<file path="src/pkg/sram_ctrl_pkg.sv">
// shared constants and carrier structs for the burst memory control block
package sram_ctrl_pkg;

  // =====================================================
  // widths and fixed values
  localparam int ADDR_W     = 21;
  localparam int LANES      = 4;
  localparam int LANE_W     = 9;
  localparam int DATA_W     = LANES * LANE_W;
  localparam int BURST_W    = 2;
  localparam int FIFO_DEPTH = 4;
  localparam logic [1:0] BURST_RESET = 2'h0;
  localparam logic [3:0] LANES_NONE  = 4'h0;
  localparam logic [3:0] LANES_ALL   = 4'hf;

  // =====================================================
  // synchronous control pins as one bundle
  typedef struct packed {
    logic [ADDR_W-1:0] addr;
    logic [DATA_W-1:0] wdata;
    logic              select_low_first;
    logic              select_high_second;
    logic              select_low_third;
    logic              cpu_address_strobe_n;
    logic              cache_ctrl_address_strobe_n;
    logic              advance_n;
    logic              lane_a_write_select_n;
    logic              lane_b_write_select_n;
    logic              lane_c_write_select_n;
    logic              lane_d_write_select_n;
    logic              byte_write_qualifier_n;
    logic              all_lanes_write_n;
  } ctrl_pins_s;

  // one write toward the array
  typedef struct packed {
    logic [ADDR_W-1:0] addr;
    logic [LANES-1:0]  lanes;
    logic [DATA_W-1:0] data;
  } wr_req_s;

endpackage

</file>
<file path="src/hdl/wr_fifo.sv">
// small flip-flop fifo with valid and ready on both sides
`timescale 1ns/10ps
`default_nettype none

module wr_fifo #(
  parameter int WIDTH = 8,
  parameter int DEPTH = 4
) (
  input  wire logic             core_clk,
  input  wire logic             rst,
  input  wire logic [WIDTH-1:0] in_data,
  input  wire logic             in_valid,
  output logic                  in_ready,
  output logic [WIDTH-1:0]      out_data,
  output logic                  out_valid,
  input  wire logic             out_ready
);
  localparam int PW = $clog2(DEPTH);

  typedef struct packed {
    logic [DEPTH-1:0][WIDTH-1:0] mem;
    logic [PW-1:0]               wr_ptr;
    logic [PW-1:0]               rd_ptr;
    logic [PW:0]                 count;
  } fifo_state_s;

  fifo_state_s state_reg;
  fifo_state_s state_next;
  logic        push;
  logic        pop;

  // full and empty come straight from the registered count
  assign in_ready  = (state_reg.count != (PW+1)'(DEPTH));
  assign out_valid = (state_reg.count != '0);
  assign out_data  = state_reg.mem[state_reg.rd_ptr];
  assign push      = in_valid && in_ready;
  assign pop       = out_valid && out_ready;

  // pointer wrap relies on depth being a power of two
  always_comb begin
    state_next = state_reg;
    if (push) begin
      state_next.mem[state_reg.wr_ptr] = in_data;
      state_next.wr_ptr = state_reg.wr_ptr + 1'b1;
    end
    if (pop) begin
      state_next.rd_ptr = state_reg.rd_ptr + 1'b1;
    end
    state_next.count = state_reg.count + (PW+1)'(push) - (PW+1)'(pop);
  end

  always_ff @(posedge core_clk) begin
    if (rst) begin
      state_reg <= '0;
    end else begin
      state_reg <= state_next;
    end
  end
endmodule

`default_nettype wire

</file>
<file path="src/hdl/sync_burst_sram_control.sv">
// control logic of a synchronous pipelined burst memory, memory side
// What this block does
// all synchronous inputs are registered on the rising clock edge
// burst counter advances on each edge with advance sampled low
// without global write, a lane writes only when its select and the byte qualifier are low
// global write low writes every lane, ignoring selects and qualifier
// selected means first select low, second high, third low
// processor strobe ignored when first select is high
// chip selects only examined when a new external address loads
// output enable low drives read data, high makes pins inputs
// first read clock after deselect keeps outputs off
// processor strobe low captures address and seeds burst counter
// controller strobe low likewise captures address and seeds counter
// both strobes low: only the processor strobe counts
// two-bit burst counter seeded from two lowest address bits
// deselected: no write and data pins stay undriven
// master holds advance high to repeat the current burst address
`timescale 1ns/10ps
`default_nettype none

module sync_burst_sram_control (
  input  wire logic                              core_clk,
  input  wire logic                              rst,
  input  wire sram_ctrl_pkg::ctrl_pins_s         pins,
  input  wire logic                              output_enable_n,
  input  wire logic [sram_ctrl_pkg::DATA_W-1:0]  rd_data,
  output logic [sram_ctrl_pkg::ADDR_W-1:0]       array_addr,
  output logic                                   array_rd,
  output sram_ctrl_pkg::wr_req_s                 wr_req,
  output logic                                   wr_valid,
  input  wire logic                              wr_ready,
  output logic [sram_ctrl_pkg::DATA_W-1:0]       dq_out,
  output logic                                   dq_oe_n,
  output logic                                   pins_ready
);

  // =====================================================
  // state
  typedef struct packed {
    sram_ctrl_pkg::ctrl_pins_s      pin_q;
    logic [sram_ctrl_pkg::ADDR_W-1:0] base_addr;
    logic [1:0]                     burst_cnt;
    logic                           selected;
    logic                           first_read;
    logic                           read_live;
    logic [sram_ctrl_pkg::ADDR_W-1:0] array_addr;
    logic                           array_rd;
    logic [sram_ctrl_pkg::DATA_W-1:0] dq_out;
    logic                           drive_ok;
    logic                           dq_oe_n;
    // output enable is asynchronous, so it passes two flops first
    logic                           oe_meta;
    logic                           oe_sync;
  } ctl_state_s;

  ctl_state_s             state_reg;
  ctl_state_s             state_next;
  sram_ctrl_pkg::wr_req_s fifo_in;
  logic                   fifo_in_valid;
  logic                   fifo_in_ready;
  logic                   load_cpu;
  logic                   load_ctrl;
  logic                   load;
  logic                   sel_now;
  logic                   is_write;
  logic [3:0]             lanes;

  // decode of the three selects, used only when an address loads
  function automatic logic chip_selected(input sram_ctrl_pkg::ctrl_pins_s p);
    chip_selected = !p.select_low_first && p.select_high_second
                    && !p.select_low_third;
  endfunction

  // lanes enabled by global write or qualified byte selects
  function automatic logic [3:0] lane_mask(input sram_ctrl_pkg::ctrl_pins_s p);
    logic [3:0] sel;
    sel = ~{p.lane_d_write_select_n, p.lane_c_write_select_n,
            p.lane_b_write_select_n, p.lane_a_write_select_n};
    if (!p.all_lanes_write_n) begin
      lane_mask = sram_ctrl_pkg::LANES_ALL;
    end else if (!p.byte_write_qualifier_n) begin
      lane_mask = sel;
    end else begin
      lane_mask = sram_ctrl_pkg::LANES_NONE;
    end
  endfunction

  // =====================================================
  // decode of the registered pin sample
  // strobe decode acts on the previous edge's capture, so a load takes
  // effect one cycle after the pins, a fixed and predictable latency
  always_comb begin
    load_cpu  = !state_reg.pin_q.cpu_address_strobe_n
                && !state_reg.pin_q.select_low_first;
    load_ctrl = !state_reg.pin_q.cache_ctrl_address_strobe_n
                && !load_cpu
                && state_reg.pin_q.cpu_address_strobe_n;
    load      = load_cpu || load_ctrl;
    // selects only re-evaluated when an address loads
    sel_now   = load ? chip_selected(state_reg.pin_q)
                     : state_reg.selected;
    lanes     = lane_mask(state_reg.pin_q);
    is_write  = (lanes != sram_ctrl_pkg::LANES_NONE);
  end

  // =====================================================
  // next state
  always_comb begin
    logic [1:0]                     cnt;
    logic [sram_ctrl_pkg::ADDR_W-1:0] base;
    cnt  = state_reg.burst_cnt;
    base = state_reg.base_addr;
    state_next = state_reg;
    fifo_in    = '0;
    fifo_in_valid = 1'b0;
    // hold the pin sample while the write fifo is full, stalling master
    if (fifo_in_ready) begin
      state_next.pin_q = pins;
    end
    if (load) begin
      base = state_reg.pin_q.addr;
      cnt  = state_reg.pin_q.addr[sram_ctrl_pkg::BURST_W-1:0];
    end else if (!state_reg.pin_q.advance_n) begin
      cnt  = state_reg.burst_cnt + 2'h1;
    end
    // advance high leaves the counter alone R15
    state_next.base_addr = base;
    state_next.burst_cnt = cnt;
    state_next.selected  = sel_now;
    state_next.array_addr = {base[sram_ctrl_pkg::ADDR_W-1:
                                  sram_ctrl_pkg::BURST_W], cnt};
    // write only when selected and the fifo can take it
    if (sel_now && is_write && fifo_in_ready) begin
      fifo_in.addr  = {base[sram_ctrl_pkg::ADDR_W-1:sram_ctrl_pkg::BURST_W],
                       cnt};
      fifo_in.lanes = lanes;
      fifo_in.data  = state_reg.pin_q.wdata;
      fifo_in_valid = 1'b1;
    end
    state_next.array_rd   = sel_now && !is_write;
    state_next.first_read = sel_now && !is_write && !state_reg.selected;
    state_next.read_live  = sel_now && !is_write;
    state_next.dq_out     = rd_data;
    // drive permitted only for a live read that is not the first after
    // deselect; the pin enable itself follows output enable below
    state_next.drive_ok   = state_reg.read_live && !state_reg.first_read;
    // only the second flop is read, so a late edge adds a cycle at most
    state_next.oe_meta    = output_enable_n;
    state_next.oe_sync    = state_reg.oe_meta;
    state_next.dq_oe_n    = !(state_next.drive_ok
                              && !state_reg.oe_sync);
  end

  always_ff @(posedge core_clk) begin
    if (rst) begin
      state_reg <= '0;
      state_reg.pin_q.select_low_first <= 1'b1;
      state_reg.pin_q.cpu_address_strobe_n <= 1'b1;
      state_reg.pin_q.cache_ctrl_address_strobe_n <= 1'b1;
      state_reg.pin_q.advance_n <= 1'b1;
      state_reg.pin_q.all_lanes_write_n <= 1'b1;
      state_reg.pin_q.byte_write_qualifier_n <= 1'b1;
      state_reg.burst_cnt <= sram_ctrl_pkg::BURST_RESET;
      state_reg.dq_oe_n <= 1'b1;
      state_reg.oe_meta <= 1'b1;
      state_reg.oe_sync <= 1'b1;
    end else begin
      state_reg <= state_next;
    end
  end

  // =====================================================
  // write buffer toward the array
  wr_fifo #(
    .WIDTH ($bits(sram_ctrl_pkg::wr_req_s)),
    .DEPTH (sram_ctrl_pkg::FIFO_DEPTH)
  ) u_wr_fifo (
    .core_clk  (core_clk),
    .rst       (rst),
    .in_data   (fifo_in),
    .in_valid  (fifo_in_valid),
    .in_ready  (fifo_in_ready),
    .out_data  (wr_req),
    .out_valid (wr_valid),
    .out_ready (wr_ready)
  );

  assign array_addr = state_reg.array_addr;
  assign array_rd   = state_reg.array_rd;
  assign dq_out     = state_reg.dq_out;
  assign dq_oe_n    = state_reg.dq_oe_n;
  assign pins_ready = fifo_in_ready;
endmodule

`default_nettype wire

</file>
<file path="config.mk">
export PLATFORM = sky130hd
export DESIGN_NAME = sync_burst_sram_control
export DESIGN_NICKNAME = d
export VERILOG_FILES = /design/src/pkg/sram_ctrl_pkg.sv /design/src/hdl/wr_fifo.sv /design/src/hdl/sync_burst_sram_control.sv
export SDC_FILE = /design/constraint.sdc
export NUM_CORES = 1
export LEC_CHECK = 0
export BUFFER_PORTS_ARGS = -buffer_cell sky130_fd_sc_hd__buf_4
export CELL_PAD_IN_SITES_DETAIL_PLACEMENT = 1
export CELL_PAD_IN_SITES_GLOBAL_PLACEMENT = 2
export CORE_MARGIN = 5
export CORE_UTILIZATION = 38
export DETAILED_ROUTE_END_ITERATION = 6
export PLACE_DENSITY_LB_ADDON = 0.1
export SYNTH_ARGS = -nofsm -noshare
export SYNTH_HDL_FRONTEND = slang
export SYNTH_HIERARCHICAL = 1
export SYNTH_SLANG_ARGS = --single-unit
</file>
<file path="constraint.sdc">
create_clock -name core_clk -period 4.2 [get_ports core_clk]
set_input_delay 0.63 -clock core_clk [delete_from_list [all_inputs] [get_ports core_clk]]
set_output_delay 0.63 -clock core_clk [all_outputs]
set_load 0.03 [all_outputs]
</file>
# Yosys cells after proc, flatten, opt, wreduce, memory -nomap -nowiden
# Cells that the tools add are included.
# totals
output_inout_bits	122
input_bits	109
word_cells	82
regBits	406
# op_classes
bitwise_logic	1
n_eq_ne	1
mux	13
addsub	5
n_reduce_logical	27
order_cmp	3
# op_table
cell	count
$bwmux 244	1
$mux 61	3
$bmux 61 s2	1
$demux 61 s2	1
$mux 21	1
$logic_and 1x1->1	14
$logic_not 1->1	10
$mux 4	2
$add 2x1->2 const B	3
$lt 2x3->1 const B	2
$mux 2	2
$not 4->4	1
$reduce_bool 4->1	1
$add 3x1->3	1
$ne 3x3->1 const B	1
$reduce_bool 3->1	1
$sub 3x1->3	1
$ge 2x1->1 const B	1
$mux 1	2
$logic_or 1x1->1	1

# Logic depth before layout (Yosys ltp)
# Gate-level depths: netlist of the first run.
# logic_depth
word_depth	13
depth_mapped	15
depth_no_buf	13

# Modules after synthesis
# The synthesis of the first run kept the hierarchy.
# modules_own_cells
mod	area_per_inst_um2	seq_area_each_um2	instances	cells_per_inst
wr_fifo	11451.0	5024.8	1	978
sync_burst_sram_control	5188.7	2642.5	1	521

# Worst setup path after synthesis of the first run
# OpenSTA, ideal clock, no wires.
# synth_path
path_kind	reg-to-reg
start	reg state_reg[97] (netlist name)
end	reg u_wr_fifo/state_reg[2] in the netlist's numbering
path_stages_with_launch	16
setup_time_ps	126
t_required_ps	4074
n_path_buf	2
arrival_time_ps	2921
setup_slack_ps	1153
synth_period_minus_slack_ps	3047
path_cell_list	dfxtp_1 > or3b_4 > a21oi_4 > o311ai_4 > inv_2 > buf_4 > clkbuf_1 > and2_1 > inv_1 > ha_1 > inv_1 > ha_1 > fa_1 > xnor2_1 > xnor2_1 > nor2_1
# synth_lines
element	line_no	text
end signal: assignment	wr_fifo.sv:56	state_reg <= state_next;
end: declaration	wr_fifo.sv:27	fifo_state_s state_reg;

==> results of run 1 <==
==> per-layer routing <==
metal | global-route usage | vias up | routed length (um)
li1 | - | 5243 | -
met1 | 0.226 | 5292 | 19100
met2 | 0.291 | 156 | 20100
met3 | 0.0414 | 61 | 1940
met4 | 0.0492 | 8 | 823
met5 | 0 | - | 61
==> cells in the mapped netlist (all sizes together) (2+ instances only) <==
cell type  count
nand3          4
o311ai         2
and2          37
mux4          61
ha             6
or3b           2
and3           3
a211o          6
nand2          3
xnor2          4
a21oi          2
clkbuf        50
dfxtp        383
nand2b       306
nor2         117
mux2i        328
inv            7
nor2b         44
or2            2
buf          115
xor2           2
nor3           2
o21a           3
==> through the flow <==
stage / power (W) / worst slack (ps)
CTS: 0.00944 / 882
detailed placement: 0.00560 / 1120
global placement: 0.00559 / 1190
floorplan: 0.00517 / 1150
finish: 0.00925 / 997
global route: 0.00972 / 835
==> final timing paths <==
| kind | endpoint | from | cells after the start |
|---|---|---|---|
| worst max-delay path | wr_req[21] | u_wr_fifo/state_reg[4] | 3 |
| worst min-delay path | state_next[0] | output_enable_n | 2 |
| worst max register to register | u_wr_fifo/state_reg[2] | u_wr_fifo/state_reg[1] | 12 |
| worst min register to register | state_reg[0] | state_next[0] | 1 |
==> where the power goes <==
part	total [W]	switching [W]	internal, W	leakage (nW)
Sequential	0.00406	0.000240	0.00382	3.12
Clock	0.00377	0.00153	0.00224	0.713
Combinational	0.00142	0.000740	0.000685	5.08
Total	0.00925	0.00251	0.00675	8.91
==> final cells by class <==
type,instances,area share
well taps,585,0.0369
flip-flops and latches,383,0.387
multi-input cells,944,0.405
repair buffers,250,0.0970
clock inverters,11,0.00309
inverters,7,0.00133
clock buffers,71,0.0694
==> cell families after synthesis <==
kind of cell	after synthesis	synth area share
flip-flops	383	0.461
multiplexers	390	0.281
XOR/XNOR	6	0.00316
AND/OR/NAND/NOR	524	0.180
AO/OA/AOI/OAI	17	0.00978
buffers and inverters	172	0.0602
adder cells (fa/ha/maj)	7	0.00571
==> metrics.txt, run 1 <==
status completed; flop and latch count out of synthesis 383; first-pass GRT wire length 66600 um; Worst Path Buf+Inv 2; Skew-Pair Late Insertion Delay 560 ps; Max clock buf depth 3; Leak around 8.9 nW; share of layout cells above drive strength 1 0.238; Critical Path RT between 3000 and 4000 ps; most common cell after layout, fill and taps aside dfxtp_1; Via Count around 11000; Final min period 3200 ps; largest net degree at the start of global routing 159; ant diodes 0; Starting Density 0.385; Residual DRC 0; Post-synth EDFFs 0; htree depth 2; setup_tns 0 ps; drt first pass iters 4; Worst Setup Start Kind flip-flop; Worst Setup End Kind output port; core area 43200 um^2; worst-path cell chain buf_4, mux4_2, buf_4; clock slew at reported path FFs 60 ps; share of the synthesized area in the top cell type 0.461; number of global-route vias before repair 11800; pwr dens roughly 470 nW/um^2; Crit Path Class reg -> out; Placed Instance Area about 18000 um^2; drt total wl 42000 um; most frequent cells in the layout dfxtp_1, mux2i_1, nand2b_1, buf_4, nor2_1; Mapped Nets 1615; Finished Layout Cells 2251; Hold Path Class in -> reg; Reg area 7670 um^2; Detailed Route Iter0 Violations 403; final instance area approximately 20000 um^2; Post-Place Cells 2169; cts repair resizes 0; filler instances 4697; total track usage 0.174; slew of the pin with the lowest slew margin ~900 ps; final critical-path share of the clock period 0.763; Mapped Area 16600 um^2; CTS Hold Buffers Added 0; fin util 0.459; crit path DAT 2570 ps; most used cell along the critical path buf_4; CP max FO 36; area of the multi-input gates 8030 um^2; Die Area 48100 um^2; Clk Tree Root Cell clkbuf_16; Worst path slowest cell dfxtp_4; yosys warns 6; Die H about 220 um; RSZ-0062 raised after global routing no; endpoints failing hold 0; Synth Flop Type dfxtp_1; fin nets between 1500 and 2000; max cap viols 0; library cells used by synthesis 43; WHS approximately 240 ps; Post-synth ARST share 0; R2R setup slack 1150 ps; register area share after synthesis 0.461; Fmax 0.312 GHz; GP Congestion 0.695; Fin Clk Skew 12.7 ps; mean post-synth cell area 11.1 um^2; I/O pin count 231; Top delay family on crit path flip-flops; ANT nets after route 0; largest cells by area after synthesis dfxtp_1, mux2i_1, nand2b_1; max_slew headroom 0.410; max reg flops around 250; worst vdd ir 0.273 mV; Num CTS Buffers 45; Setup violations, final 0; Slew Limit Fails 0; post-CTS setup buffers 0; Synth Instances around 1500; DR WL/cell 18.7 um; port buffer count 230; largest area contributor in the netlist dfxtp_1; DP HPWL between 20000 and 30000 um; # rows 76; CTS tree built; grt total ovfl 0; Critical Path Max Stage Delay a little over 900 ps; area growth from synthesis to layout 19.1%; Vias/cell between 4 and 5; Sink Count 383; initial antenna violation count 4; die width 219 um
Note: power is estimated with default switching activity, not from simulation.
==> run 2: changes to the inputs <==
--- a/config.mk
+++ b/config.mk
@@ -9,7 +9,7 @@
 export CELL_PAD_IN_SITES_DETAIL_PLACEMENT = 1
 export CELL_PAD_IN_SITES_GLOBAL_PLACEMENT = 2
 export CORE_MARGIN = 5
-export CORE_UTILIZATION = 38
+export CORE_UTILIZATION = 34
 export DETAILED_ROUTE_END_ITERATION = 6
 export PLACE_DENSITY_LB_ADDON = 0.1
 export SYNTH_ARGS = -nofsm -noshare
==> constraint.sdc (replaced) <==
create_clock -name core_clk -period 2.9 [get_ports core_clk]
set_input_delay 0.435 -clock core_clk [delete_from_list [all_inputs] [get_ports core_clk]]
set_output_delay 0.435 -clock core_clk [all_outputs]
set_load 0.03 [all_outputs]
==> run 2 against run 1 <==
Effect of this change:
- setup slack worse by 760 ps
- global-route usage down 1.5 points
- combinational power grew 61%
- clock power rose by 58%
- core utilization decreased by 4.3 points
- critical path depth is 10 higher
- sequential power is 42% higher
- worst hold slack worse by 190 ps
- clock-buffer cell count is 2 lower
- final area up 2.1%
- clock skew rose by 2.0 ps
- largest cell class unchanged
- largest power group is now clock
==> metrics.txt, run 2 (synthesis gave the netlist of run 1 again) <==
crit path DAT 3070 ps (+500 ps); grt total ovfl 0 (unchanged); Fin Clk Skew 14.7 ps (+1.96 ps); # rows 81 (+6.6%); CTS tree built; Leak 9.09 nW (+2.1%); Hold Path Class in -> reg; Critical Path RT 3300 ps (-270 ps); Total Power 0.0140 W (+51%); I/O pin count 231 (unchanged); Slew Limit Fails 0 (unchanged); Die Area 53500 um^2 (+11%); Vias/cell 4.68 (-2.1%); NetSw 0.00370 W (+48%); most common cell after layout, fill and taps aside dfxtp_1; status completed; htree depth 2 (unchanged); die width 231 um (+5.5%); drt total wl 42900 um (+2.1%); Detailed Route Iter0 Violations 383 (-5.0%); share of layout cells above drive strength 1 0.249 (+0.0114); internal power 0.0103 W (+53%); register share of total power 0.411 (-0.028); first-pass GRT wire length 68700 um (+3.1%); max_slew headroom 0.404 (-0.00592); clock slew at reported path FFs 60 ps (about the same); Starting Density 0.342 (-0.0434); Max clock buf depth 3 (unchanged); area growth from synthesis to layout 21.6%; ANT nets after route 0 (unchanged); Via Count 10800 (+0.22%); Num CTS Buffers 46 (+2.2%); Skew-Pair Late Insertion Delay 560 ps (about the same); slew of the pin with the lowest slew margin 894 ps (+8.87 ps); CTS Hold Buffers Added 0 (unchanged); Placed Instance Area 18600 um^2 (+1.4%); max reg flops 251 (unchanged); endpoints failing hold 0 (unchanged); final instance area 20200 um^2 (+2.1%); Residual DRC 0 (unchanged); combinational power share 0.163 (+0.009); fin nets 1763 (+0.92%); most frequent cells in the layout dfxtp_1, mux2i_1, nand2b_1, buf_4, nor2_1; Worst path slowest cell or3b_4; Die H 231 um (+5.5%); Worst Setup End Kind flip-flop; WHS 56.0 ps (-187 ps); clock group share of total power 0.426 (+0.019); Worst Setup Start Kind flip-flop; worst-path cell chain or3b_4, a21oi_4, o311ai_4, inv_2, and2_4, inv_1, ha_1, inv_1, ha_1, fa_2, xnor2_1, xnor2_1, nor2_1; Sink Count 383 (unchanged); drt first pass iters 4 (unchanged); initial antenna violation count 4 (unchanged); DP HPWL 27300 um (+2.6%); number of global-route vias before repair 11900 (+1.0%); Critical Path Max Stage Delay 420 ps (-490 ps); max cap viols 0 (unchanged); worst vdd ir 0.452 mV (+65%); port buffer count 230 (unchanged); DR WL/cell 18.6 um (-0.29%); post-CTS setup buffers 0 (unchanged); Crit Path Class reg -> reg; Setup violations, final 0 (unchanged); total track usage 0.160 (-0.0145); core area 48600 um^2 (+13%); final critical-path share of the clock period 0.920; switching share of power 0.264 (-0.00689); RSZ-0062 raised after global routing no; largest net degree at the start of global routing 156 (-1.9%); Fmax 0.375 GHz; cts repair resizes 0 (unchanged); pwr dens 692 nW/um^2 (+48%); GP Congestion 0.693 (-0.17%); CP max FO 3 (-92%); setup_tns 0 ps (unchanged); Clk Tree Root Cell clkbuf_16; Final min period 2670 ps
==> run 2: path summary, 6_finish.rpt <==
check / slack [ps] / cells past startpoint / from / end
worst max-delay path: 230 / 13 / state_reg[97] / u_wr_fifo/state_reg[2]
worst min-delay path: 60 / 2 / output_enable_n / state_next[0]
worst max register to register: 230 / 13 / state_reg[97] / u_wr_fifo/state_reg[2]
worst min register to register: 400 / 1 / state_next[0] / state_reg[0]
==> run 2: power by group through the flow <==
| stage | logic (W) | clock network [W] | registers (W) |
|---|---|---|---|
| 4_1_cts | 0.00235 | 0.00622 | 0.00576 |
| 2_1_floorplan | 0.00175 | 0 | 0.00574 |
| 3_3_place_gp | 0.00232 | 0 | 0.00587 |
| 6_report | 0.00228 | 0.00597 | 0.00575 |
| 3_5_place_dp | 0.00234 | 0 | 0.00588 |
| 5_1_grt | 0.00248 | 0.00643 | 0.00579 |
==> run 2: routing by layer <==
layer  vias to the layer above  share of wire  routed length (um)  GRT usage
li1                       5285              -                   -          -
met1                      5285           0.45               19100      0.203
met2                       156           0.49               20800      0.272
met3                        52          0.051                2210     0.0426
met4                         6          0.016                 703     0.0381
met5                         -         0.0011                  48          0
==> run 2: final cells by class <==
type                       instances  area, um^2
tap                              622         778
fill                            5264       28400
multi-input combinational        944        8030
inverter                           7        26.3
clock inverter                    14         170
clock buffer                      69        1420
timing repair buffer             265        2130
antenna                            1        2.50
sequential                       383        7670
==> run 2: worst max-delay path, delay by kind of cell, from the launching register on <==
| family | cells | cell delay, ps |
|---|---|---|
| AND/OR/NAND/NOR | 3 | 620 |
| AO/OA/AOI/OAI | 2 | 290 |
| XOR/XNOR | 2 | 340 |
| flip-flops | 1 | 310 |
| buffers and inverters | 3 | 150 |
| adder cells (fa/ha/maj) | 3 | 820 |
==> run 2: metrics by stage <==
stage          setup slack (ps)  instances   util
3_5_place_dp                224       2221  0.383
4_1_cts                     212       2304  0.416
6_report                    233       2305  0.416
2_1_floorplan              32.9       1499      -
5_1_grt                    87.9       2304  0.416
3_3_place_gp                253       2221  0.383
